<file path="src/rtl/isr_cfg.svh">
// constants for the two-wire slave receive path: offsets, bit positions, reset values
// Overview of operation
// RULE1 - ack check off: ignore returned ack, continue
// RULE2 - ack check on and ack 1: halt transfer
// RULE3 - drive ack_send_value in the acknowledge slot
// RULE4 - own address held in bits 7:1
// RULE5 - bit 0 selects addressed or clocked format
// RULE6 - first frame matching address sets match flag
// RULE7 - match flag cleared by 0 after read 1
// RULE8 - byte moved to holding register sets full
// RULE9 - full cleared by data read or 0-after-1
// RULE10 - 8-bit holding register loaded per byte
// RULE11 - holding register read-only, resets to all ones
// RULE12 - frame has ack; count field returns 000
// RULE13 - software keeps MSB-first in addressed format
// RULE14 - address compared before the acknowledge slot
`ifndef ISR_CFG_SVH
`define ISR_CFG_SVH

// ****************************************
// register indices, byte address is index times four
// ****************************************
`define ISR_IDX_MODE 16'hf078
`define ISR_IDX_ACK 16'hf07b
`define ISR_IDX_FLAG 16'hf07c
`define ISR_IDX_SAR 16'hf07d
`define ISR_IDX_RX 16'hf07f
`define ISR_IDX_IST 16'hf080
`define ISR_IDX_IMK 16'hf081

// ****************************************
// field positions
// ****************************************
`define ISR_ACK_CHK_BIT 2
`define ISR_ACK_SND_BIT 0
`define ISR_RXFULL_BIT 5
`define ISR_AMATCH_BIT 1
`define ISR_ORDER_BIT 7
`define ISR_EV_MATCH 0
`define ISR_EV_BYTE 1
`define ISR_EV_STOP 2
`define ISR_EV_NACK 3

// ****************************************
// reset values and counts
// ****************************************
`define ISR_RX_RST 8'hff
`define ISR_REG_RST 8'h00
`define ISR_ADDR_BITS 4'h7
`define ISR_FULL_LEN 4'h8

`endif

</file>
<file path="src/rtl/isr_pkg.sv">
// types shared by the two-wire slave receive path
package isr_pkg;
    typedef logic [31:0] isr_word_t;
    typedef enum logic [2:0]
    {
        ISR_IDLE = 3'h0,
        ISR_ADDR = 3'h1,
        ISR_DATA = 3'h2,
        ISR_ACK = 3'h3,
        ISR_SYNC = 3'h4
    } isr_state_t;
    typedef struct packed
    {
        logic chk;
        logic snd;
    } isr_ack_ctl_t;
    typedef struct packed
    {
        logic [6:0] addr;
        logic fmt;
    } isr_sar_t;
    typedef struct packed
    {
        logic order;
        logic [2:0] bc;
    } isr_mode_t;
endpackage : isr_pkg

</file>
<file path="src/rtl/isr_sync.sv">
// two flip-flop synchroniser for pin levels
`timescale 1ns/10ps
module isr_sync
#(
    parameter int W = 1
)
(
    input wire logic clk_i,
    input wire logic rst_i,
    input wire logic ce_i,
    input wire logic [W-1:0] d_i,
    output logic [W-1:0] q_o
);
    import isr_pkg::*;
    logic [W-1:0] meta_ff;
    logic [W-1:0] sync_ff;

    // idle bus reads high, so reset to ones
    always_ff @(posedge clk_i)
    begin
        if (rst_i)
        begin
            meta_ff <= '1;
            sync_ff <= '1;
        end
        else if (ce_i)
        begin
            meta_ff <= d_i;
            sync_ff <= meta_ff;
        end
    end

    assign q_o = sync_ff;
endmodule : isr_sync

</file>
<file path="src/rtl/isr_top.sv">
// slave receive path of the two-wire serial interface, wishbone register slave
`timescale 1ns/10ps
`include "isr_cfg.svh"
module isr_top
(
    input wire logic clk_i,
    input wire logic rst_i,
    input wire logic ce_i,
    input wire logic cyc_i,
    input wire logic stb_i,
    input wire logic we_i,
    input wire logic [17:0] adr_i,
    input wire logic [3:0] sel_i,
    input wire isr_pkg::isr_word_t dat_i,
    output isr_pkg::isr_word_t dat_o,
    output logic ack_o,
    input wire logic scl_i,
    input wire logic sda_i,
    output logic sda_o,
    output logic sda_oe_o,
    output logic irq_o
);
    import isr_pkg::*;

    // ****************************************
    // pin synchronisers and bus conditions
    // ****************************************
    logic scl_s;
    logic sda_s;
    logic scl_q_ff;
    logic sda_q_ff;
    logic scl_rise;
    logic scl_fall;
    logic start_w;
    logic stop_w;

    isr_sync #(.W(1)) u_scl (.clk_i(clk_i), .rst_i(rst_i), .ce_i(ce_i), .d_i(scl_i), .q_o(scl_s));
    isr_sync #(.W(1)) u_sda (.clk_i(clk_i), .rst_i(rst_i), .ce_i(ce_i), .d_i(sda_i), .q_o(sda_s));

    // one extra stage for edge detection, fed only by synchronised levels
    always_ff @(posedge clk_i)
    begin
        if (rst_i)
        begin
            scl_q_ff <= 1'b1;
            sda_q_ff <= 1'b1;
        end
        else if (ce_i)
        begin
            scl_q_ff <= scl_s;
            sda_q_ff <= sda_s;
        end
    end

    // data edges while clock is high mark start and stop
    assign scl_rise = scl_s & ~scl_q_ff;
    assign scl_fall = ~scl_s & scl_q_ff;
    assign start_w = scl_s & scl_q_ff & sda_q_ff & ~sda_s;
    assign stop_w = scl_s & scl_q_ff & ~sda_q_ff & sda_s;

    // ****************************************
    // wishbone decode
    // ****************************************
    logic ack_ff;
    logic acc_w;
    logic rd_w;
    logic wr_w;
    logic [15:0] idx_w;
    logic hit_mode;
    logic hit_ack;
    logic hit_flag;
    logic hit_sar;
    logic hit_rx;
    logic hit_ist;
    logic hit_imk;

    // one access per strobe; the ack cycle itself is not a new access
    assign acc_w = cyc_i & stb_i & ~ack_ff & ce_i;
    assign rd_w = acc_w & ~we_i;
    assign wr_w = acc_w & we_i & sel_i[0];
    assign idx_w = adr_i[17:2];
    assign hit_mode = idx_w == `ISR_IDX_MODE;
    assign hit_ack = idx_w == `ISR_IDX_ACK;
    assign hit_flag = idx_w == `ISR_IDX_FLAG;
    assign hit_sar = idx_w == `ISR_IDX_SAR;
    assign hit_rx = idx_w == `ISR_IDX_RX;
    assign hit_ist = idx_w == `ISR_IDX_IST;
    assign hit_imk = idx_w == `ISR_IDX_IMK;

    // ****************************************
    // registers and flags
    // ****************************************
    isr_ack_ctl_t ack_ctl_ff;
    isr_sar_t sar_ff;
    isr_mode_t mode_ff;
    logic [7:0] rx_data_ff;
    logic aas_ff;
    logic aas_arm_ff;
    logic rx_full_flag_ff;
    logic rx_full_flag_arm_ff;
    logic [3:0] ist_ff;
    logic [3:0] imk_ff;
    logic [31:0] dat_ff;
    logic [7:0] rdat8;
    logic clr_aas;
    logic clr_rx_full_flag;
    logic nxt_aas;
    logic nxt_rx_full_flag;
    logic nxt_aas_arm;
    logic nxt_rx_full_flag_arm;
    logic [3:0] nxt_ist;
    logic [3:0] ev_w;

    // ****************************************
    // receive state machine
    // ****************************************
    isr_state_t st_ff;
    isr_state_t nxt_st;
    logic [3:0] cnt_ff;
    logic [3:0] nxt_cnt;
    logic [7:0] shift_ff;
    logic [7:0] nxt_shift;
    logic [7:0] shift_w;
    logic [3:0] dlen_w;
    logic sda_oe_ff;
    logic nxt_oe;
    logic ev_match;
    logic ev_byte;
    logic ev_nack;
    logic ev_ackend;
    logic ev_stop;

    // clocked format may be lsb first; addressed format expects msb first
    assign shift_w = mode_ff.order ? {sda_s, shift_ff[7:1]} : {shift_ff[6:0], sda_s};
    assign dlen_w = (mode_ff.bc == 3'h0) ? `ISR_FULL_LEN : {1'b0, mode_ff.bc} + 4'h1;

    // frame sequencing; in addressed format start and stop override any phase, in clocked format they are ignored
    always_comb
    begin
        nxt_st = st_ff;
        nxt_cnt = cnt_ff;
        nxt_shift = shift_ff;
        nxt_oe = sda_oe_ff;
        ev_match = 1'b0;
        ev_byte = 1'b0;
        ev_nack = 1'b0;
        ev_ackend = 1'b0;
        ev_stop = 1'b0;
        if (sar_ff.fmt) // RULE5
        begin
            nxt_oe = 1'b0;
            if (st_ff != ISR_SYNC)
            begin
                nxt_st = ISR_SYNC;
                nxt_cnt = 4'h0;
            end
            else if (scl_rise)
            begin
                nxt_shift = shift_w;
                nxt_cnt = cnt_ff + 4'h1;
                if (cnt_ff == dlen_w - 4'h1)
                begin
                    ev_byte = 1'b1;
                    nxt_cnt = 4'h0;
                end
            end
        end
        else if (start_w)
        begin
            nxt_st = ISR_ADDR;
            nxt_cnt = 4'h0;
            nxt_oe = 1'b0;
        end
        else if (stop_w)
        begin
            ev_stop = st_ff != ISR_IDLE;
            nxt_st = ISR_IDLE;
            nxt_oe = 1'b0;
        end
        else
        begin
            case (st_ff)
                ISR_ADDR:
                begin
                    if (scl_rise)
                    begin
                        nxt_shift = {shift_ff[6:0], sda_s};
                        nxt_cnt = cnt_ff + 4'h1;
                        // decided on the eighth rise, before the ack slot
                        if (cnt_ff == `ISR_ADDR_BITS) // RULE14
                        begin
                            nxt_cnt = 4'h0;
                            if (nxt_shift[7:1] == sar_ff.addr && !nxt_shift[0]) // RULE4
                            begin
                                ev_match = 1'b1; // RULE6
                                nxt_st = ISR_ACK;
                            end
                            else
                            begin
                                nxt_st = ISR_IDLE;
                            end
                        end
                    end
                end
                ISR_DATA:
                begin
                    if (scl_rise)
                    begin
                        nxt_shift = shift_w;
                        nxt_cnt = cnt_ff + 4'h1;
                        if (cnt_ff == dlen_w - 4'h1)
                        begin
                            ev_byte = 1'b1; // RULE10
                            nxt_cnt = 4'h0;
                            nxt_st = ISR_ACK; // RULE12
                        end
                    end
                end
                ISR_ACK:
                begin
                    // phase 0 drive, phase 1 judge, phase 2 release
                    if (scl_fall && cnt_ff == 4'h0)
                    begin
                        nxt_oe = ~ack_ctl_ff.snd; // RULE3
                        nxt_cnt = 4'h1;
                    end
                    else if (scl_rise && cnt_ff == 4'h1)
                    begin
                        nxt_cnt = 4'h2;
                        if (ack_ctl_ff.chk && sda_s) // RULE2
                        begin
                            ev_nack = 1'b1;
                            nxt_oe = 1'b0;
                            nxt_st = ISR_IDLE;
                        end
                    end
                    else if (scl_fall && cnt_ff == 4'h2)
                    begin
                        nxt_oe = 1'b0; // RULE1
                        nxt_cnt = 4'h0;
                        ev_ackend = 1'b1;
                        nxt_st = ISR_DATA;
                    end
                end
                default:
                begin
                    nxt_oe = 1'b0;
                end
            endcase
        end
    end

    always_ff @(posedge clk_i)
    begin
        if (rst_i)
        begin
            st_ff <= ISR_IDLE;
            cnt_ff <= 4'h0;
            shift_ff <= `ISR_REG_RST;
            sda_oe_ff <= 1'b0;
        end
        else if (ce_i)
        begin
            st_ff <= nxt_st;
            cnt_ff <= nxt_cnt;
            shift_ff <= nxt_shift;
            sda_oe_ff <= nxt_oe;
        end
    end

    // ****************************************
    // flag logic, hardware set wins over software clear
    // ****************************************
    assign clr_aas = wr_w & hit_flag & ~dat_i[`ISR_AMATCH_BIT] & aas_arm_ff; // RULE7
    assign clr_rx_full_flag = (wr_w & hit_flag & ~dat_i[`ISR_RXFULL_BIT] & rx_full_flag_arm_ff)
        | (rd_w & hit_rx); // RULE9
    assign nxt_aas = ev_match | (aas_ff & ~clr_aas);
    assign nxt_rx_full_flag = ev_byte | (rx_full_flag_ff & ~clr_rx_full_flag); // RULE8
    // arming remembers a read that saw the flag high
    assign nxt_aas_arm = (rd_w & hit_flag & aas_ff) | (aas_arm_ff & aas_ff & ~clr_aas);
    assign nxt_rx_full_flag_arm = (rd_w & hit_flag & rx_full_flag_ff) | (rx_full_flag_arm_ff & rx_full_flag_ff & ~clr_rx_full_flag);
    assign ev_w = {ev_nack, ev_stop, ev_byte, ev_match};
    assign nxt_ist = (ist_ff & ~((wr_w & hit_ist) ? dat_i[3:0] : 4'h0)) | ev_w;

    // read data selection, reserved bits read zero
    assign rdat8 = hit_ack ? {5'h00, ack_ctl_ff.chk, 1'b0, ack_ctl_ff.snd}
        : hit_flag ? {2'h0, rx_full_flag_ff, 3'h0, aas_ff, 1'b0}
        : hit_sar ? sar_ff
        : hit_rx ? rx_data_ff
        : hit_mode ? {mode_ff.order, 4'h0, mode_ff.bc}
        : hit_ist ? {4'h0, ist_ff}
        : hit_imk ? {4'h0, imk_ff}
        : 8'h00;

    always_ff @(posedge clk_i)
    begin
        if (rst_i)
        begin
            ack_ctl_ff <= '0;
            sar_ff <= `ISR_REG_RST;
            mode_ff <= '0;
            rx_data_ff <= `ISR_RX_RST; // RULE11
            aas_ff <= 1'b0;
            aas_arm_ff <= 1'b0;
            rx_full_flag_ff <= 1'b0;
            rx_full_flag_arm_ff <= 1'b0;
            ist_ff <= 4'h0;
            imk_ff <= 4'h0;
            ack_ff <= 1'b0;
            dat_ff <= 32'h0000_0000;
        end
        else if (ce_i)
        begin
            ack_ff <= acc_w;
            aas_ff <= nxt_aas;
            aas_arm_ff <= nxt_aas_arm;
            rx_full_flag_ff <= nxt_rx_full_flag;
            rx_full_flag_arm_ff <= nxt_rx_full_flag_arm;
            ist_ff <= nxt_ist;
            if (rd_w)
                dat_ff <= {24'h00_0000, rdat8};
            if (wr_w && hit_ack)
                ack_ctl_ff <= {dat_i[`ISR_ACK_CHK_BIT], dat_i[`ISR_ACK_SND_BIT]};
            if (wr_w && hit_sar)
                sar_ff <= dat_i[7:0];
            if (wr_w && hit_imk)
                imk_ff <= dat_i[3:0];
            // the count field falls back to 000 once each ack completes
            if (ev_ackend)
                mode_ff.bc <= 3'h0; // RULE12
            else if (wr_w && hit_mode)
                mode_ff.bc <= dat_i[2:0];
            if (wr_w && hit_mode)
                mode_ff.order <= dat_i[`ISR_ORDER_BIT]; // RULE13
            // cpu writes never reach the holding register
            if (ev_byte)
                rx_data_ff <= nxt_shift; // RULE10
        end
    end

    // ****************************************
    // outputs
    // ****************************************
    // open drain: only ever pulls low, release lets the bus float high
    assign sda_o = 1'b0;
    assign sda_oe_o = sda_oe_ff;
    assign ack_o = ack_ff;
    assign dat_o = dat_ff;
    assign irq_o = |(ist_ff & imk_ff);
endmodule : isr_top

</file>
<file path="config.mk">
export PLATFORM = sky130hd
export DESIGN_NAME = isr_top
export DESIGN_NICKNAME = d
export VERILOG_FILES = /design/src/rtl/isr_pkg.sv /design/src/rtl/isr_sync.sv /design/src/rtl/isr_top.sv
export VERILOG_INCLUDE_DIRS = /design/src /design/src/rtl
export SDC_FILE = /design/constraint.sdc
export NUM_CORES = 1
export LEC_CHECK = 0
export BUFFER_PORTS_ARGS = -buffer_cell sky130_fd_sc_hd__buf_2
export CORE_MARGIN = 3
export CORE_UTILIZATION = 35
export CTS_CLUSTER_DIAMETER = 30
export CTS_CLUSTER_SIZE = 10
export DETAILED_ROUTE_END_ITERATION = 12
export HOLD_SLACK_MARGIN = 0.12
export SKIP_CTS_REPAIR_TIMING = 1
export SLEW_MARGIN = 20
export SYNTH_ARGS = -nofsm -noshare
export SYNTH_HDL_FRONTEND = slang
export SYNTH_SLANG_ARGS = --single-unit
</file>
<file path="constraint.sdc">
create_clock -name clk_i -period 6.2 [get_ports clk_i]
set_clock_uncertainty 0.05 [all_clocks]
set_input_delay 0.31 -clock clk_i [delete_from_list [all_inputs] [get_ports clk_i]]
set_output_delay 0.31 -clock clk_i [all_outputs]
set_load 0.01 [all_outputs]
</file>
After elaboration in Yosys (flattened, before gate mapping)
Index checks and enable logic that the tools add are counted.
- bits in registers: 65
- output and inout port bits: 36
- word-level logic and storage cells: 219
- input bits: 62
- bitwise gates (word level): 49
- equal/unequal tests: 30
- $add $sub $neg: 3
- reductions and logical operators: 28
- mux-type cells: 84
- operators with widths (cell ; count):
    $eq 16x16->1 const B ; 7
    $mux 8 ; 12
    $mux 4 ; 15
    $mux 3 ; 14
    $mux 1 ; 38
    $and 1x1->1 ; 29
    $ne 5x5->1 const B ; 5
    $ne 6x6->1 const B ; 3
    $pmux 8 s2 ; 1
    $ne 7x7->1 const B ; 2
    $reduce_and 2->1 ; 7
    $pmux 4 s3 ; 1
    $not 1->1 ; 11
    $reduce_and 10->1 ; 1
    $logic_and 1x1->1 ; 9
    $pmux 3 s3 ; 1
    $and 4x4->4 ; 2
    $eq 7x7->1 ; 1
    $eq 3x2->1 const B ; 2
    $reduce_bool 6->1 ; 1
    $or 1x1->1 ; 5
    $reduce_and 5->1 ; 1
    $reduce_bool 5->1 ; 1
    $add 3x1->4 const B ; 1
    24 further kinds ; 24

Longest topological paths before layout
- depth after elaboration: 12
- gate-level depth with buffers: 10
- depth with buffers taken out: 10

By module
Synthesis repeated with hierarchy kept, for this count alone.
- cell total of the unflattened synthesis: 556
- area, all modules: 4399.2 um^2
- modules (own cells, without submodules) (module ; seq. area each (um^2) ; instances ; cells each ; area an instance (um^2)):
    isr_top ; 1221.2 ; 1 ; 544 ; 4259.1
    isr_sync ; 40.0 ; 2 ; 6 ; 70.1

Least setup slack after synthesis
Ideal clock, no wire load.
- kind: reg-to-reg
- start point: reg mode_ff[0] (netlist name)
- end point: reg st_ff[1]
- path buffers: 0
- clock period less this slack: 2.275 ns
- library setup time: 0.123 ns
- stages on the path, launching flop included: 11
- setup slack: 3.925 ns
- arrival: 2.102 ns
- required time: 6.027 ns
- cells stage by stage: dfxtp_1 inv_1 ha_1 nand2b_1 nand2_1 ha_1 xnor2_1 a21oi_1 o211ai_2 a211o_2 mux2i_1
- word-level cells in the longest chain between the ends: 6
- elaborated cells between the ends (all ways): 7
- classes of those cells: 2 x add/sub; 2 x eq/ne; 1 x mux; 2 x reduce/logical
- ends and longest elaborated chain (item ; line ; RTL):
    start, declared ; isr_top.sv:95 ; isr_mode_t mode_ff;
    $add 3x1->4 or $logic_not 3->1 (tied branches) ; isr_top.sv:135 ; assign dlen_w = (mode_ff.bc == 3'h0) ? `ISR_FULL_LEN : {1'b0, mode_ff.bc} + 4'h1;
    $mux 4 * ; isr_top.sv:135 ;
    $sub 4x1->4 * ; isr_top.sv:211 ; if (cnt_ff == dlen_w - 4'h1)
    $eq 4x4->1 * ; isr_top.sv:211 ;
    $ne 5x5->1 (no source line) * ; n/a ;
    $reduce_and 10->1 (no source line) * ; n/a ;
    end signal, assigned ; isr_top.sv:264 ; st_ff <= nxt_st;
    end, declared ; isr_top.sv:117 ; isr_state_t st_ff;
Every way passes the cells marked *; elsewhere a longest branch is shown, timed or not.
A chain may end at the register's enable or synchronous reset.

Final worst setup path
- start point: reg st_ff[1]
- end point: reg rx_data_ff[6]
- word-level cells in the longest chain between the ends: 6
- elaborated cells between the ends (all ways): 14
- classes of those cells: 3 x eq/ne; 10 x mux; 1 x reduce/logical
- ends and longest elaborated chain (item ; line ; RTL):
    $eq 3x2->1 ; isr_top.sv:182 ; case (st_ff)
    $mux 1 ; isr_top.sv:182 ;
    $mux 1 ; isr_top.sv:174 ; else if (stop_w)
    $mux 1 ; isr_top.sv:168 ; else if (start_w)
    $mux 1 ; isr_top.sv:149 ; if (sar_ff.fmt)
    $reduce_and 2->1 (no source line) ; n/a ;
    end signal, assigned ; isr_top.sv:302 ; rx_data_ff <= `ISR_RX_RST;
    end signal, assigned ; isr_top.sv:337 ; rx_data_ff <= nxt_shift;
    end, declared ; isr_top.sv:96 ; logic [7:0] rx_data_ff;
Several ways; a longest one is shown, not always the timed one.

==> metrics.md <==
| Metric | Value |
|---|---|
| Pleak | 1.86 nW |
| Filler instances | 1,187 |
| Antenna violations before repair | 0 |
| Worst vdd ir | between 0.1 and 0.15 mV |
| Post-Synthesis Cells | 557 |
| Grt ovf | 0 |
| WP data arrival | between 3000 and 4000 ps |
| Slew Limit Fails | 0 |
| DRC viols | 0 |
| Synth warn | 0 |
| Port buffer count | between 40 and 50 |
| R2R Path Start | st_ff[1] |
| CTS tree | built |
| 1st-iter DRT viols | around 460 |
| Hold violation total from the final report | 0 |
| Data required, critical path | around 6300 ps |
| Layout cells sized above 1 | between 10% and 20% |
| Max-Cap Viols | 0 |
| Fin crit share | a little over half |
| Cells on worst reg2reg path | 7 |
| R2R Setup Slk | around 2900 ps |
| Worst skew pair latency | approximately 340 ps |
| TritonCTS buffer count | 9 |
| Largest net degree at the start of global routing | 56 |
| Per-cell routed wire length | ~17 um |
| Critical Path Fanout Max | 18 |
| Avg Inst Size Synth | 7.68 um2 |
| Depth of the CTS H-tree | 3 |
| Hold Path Sink | u_sda.meta_ff |
| Chip width | roughly 120 um |
| Die Ht | roughly 120 um |
| Vias in the first global route | between 3,000 and 4,000 |
| Synth Register Bits | 65 |
| Row cnt | 39 |
| Reg-to-reg critical path endpoint | rx_data_ff[6] |
| CTS Buffer Depth | 2 |
| First-pass GRT wire length | about 19 mm |
| Hold Path Depth | 3 |
| Final setup violation count | 0 |
| Top cells by area, synth | dfxtp_1 30%, mux2i_1 6.1%, nor2_1 5.8%, nand2_1 5.1%, buf_4 4.4% |
| Final net count | 642 |
| Slew @ Worst Pin | between 900 and 1000 ps |
| Unrepaired setup endpoints after global routing | false |
| Class of the worst hold path | in -> reg |
| Top Ports | slightly below 100 |
| Gr usage total | approximately 18% |
| Final WL | 12.0 mm |
| Status | completed |
| Post-synth top area share | 30.4% |
| Starting Density | between 30 and 40% |
| Most common library cells after synthesis | 66 x nor2_1, 65 x dfxtp_1, 58 x nand2_1 |
| Setup TNS | 0 ps |
| Vias post-DR | a little over 4,000 |
| P per Cell Area | around 220 nW/um2 |
| Sequential area share after synthesis | 30.4% |
| Max-Slew Margin vs Limit | between 30% and 40% |
| Count leader, synth | nor2_1 |
| Detailed Place HPWL | roughly 8.5 mm |
| Full die area | between 10,000 and 15,000 um2 |
| Startpoint Class | register |
| Minimum clock period | between 3000 and 4000 ps |
| # diodes | 0 |
| Clock transition at the registers of the reported paths | roughly 50 ps |
| Post-synth EDFFs | 0 |
| Synth cell types | 70 |
| Asr flop ratio synth | 0% |
| Root buffer cell | clkbuf_16 |
| Final ANT Viol Nets | 0 |
| Clock sinks | 65 |
| Hold Startpoint | sda_i |
| Syn-to-layout area delta | 10.8% |
| Core area | 11,700 um2 |
| Cell area after synthesis | between 4000 and 5000 um2 |
| Final GP Congestion | roughly 0.9 |
| Drt first pass iters | 5 |
| Most used DFF post-synth | dfxtp_1 |
| Peak Freq | ~0.30 GHz |
| Area leader, netlist | dfxtp_1 |
| Drt via density | around 5.7 |
| Crit end category | register |
| Critical path type | reg -> reg |
| Hold WS | 141 ps |
critical path, cell delays in order (launching register included):
cell and delay, ps:
dfxtp_1 740, nor2b_1 870, a31oi_1 450, nor3b_1 340
o2111ai_1 140, buf_4 220, nor2_1 250, a22oi_1 140
cell families after synthesis:
family	synth area share (%)
AOI/OAI and AO/OA	23.7
xor gates and xnor gates	2.66
adders and majority gates	2.05
buffers and inverters	9.77
DFF	30.4
muxes	7.66
other	0.0876
and+or+nand+nor	23.6
where the power goes:
group | total, mW | internal, mW | switching, mW
Clock | 0.525 | 0.333 | 0.192
Combinational | 0.101 | 0.0378 | 0.0631
Sequential | 0.437 | 0.425 | 0.0125
cell type report:
cell class	instances	area, um2	area share [%]
well taps	143	179	3.78
clock inverters	4	51.3	1.08
clock buffers	12	256	5.41
flip-flops and latches	65	1300	27.5
repair buffers	47	245	5.17
inverters	15	56.3	1.19
multi-input cells	435	2650	55.9
layout by cell type, fill, tap and decap left out, types with 14 or more instances in the layout:
cell	n
a21oi_1	36
a22oi_1	16
buf_2	43
conb_1	25
dfxtp_1	65
inv_1	14
mux2i_1	26
nand2_1	58
nand3_1	21
nor2_1	66
o21ai_0	26
sequential cells by signal, summed over array words and instances (netlist names), 2 cells and up:
register    cells
ist_ff          4
dat_o           8
rx_data_ff      8
imk_ff          4
cnt_ff          4
sar_ff          8
mode_ff         4
shift_ff        8
st_ff           3
ack_ctl_ff      2
worst max path at each step:
stage	from	endpoint	slack, ps
after global placement	st_ff[1]	rx_data_ff[6]	3040
final	st_ff[1]	rx_data_ff[6]	2860
after floorplan	mode_ff[0]	st_ff[1]	3920
after CTS	st_ff[1]	rx_data_ff[6]	2960
after detailed placement	st_ff[1]	rx_data_ff[6]	2960
after global routing	st_ff[1]	rx_data_ff[6]	2590
stage by stage:
stage          setup slack [ps]  power, mW  instance area [um2]  instances  utilization [%]
2_1_floorplan              3920      0.526                 4370        581                -
3_3_place_gp               3040      0.543                 4430        705             38.0
3_5_place_dp               2960      0.545                 4430        705             38.0
4_1_cts                    2960       1.07                 4740        721             40.6
5_1_grt                    2590       1.10                 4740        721             40.6
6_report                   2860       1.06                 4740        721             40.6
per-layer routing:
layer | track usage [%] | routed length [um]
met4 | 6.80 | 238
met2 | 26.6 | 5380
met3 | 4.92 | 725
met5 | 0 | 0
met1 | 23.7 | 5630
Note: power is estimated with default switching activity, not from simulation.
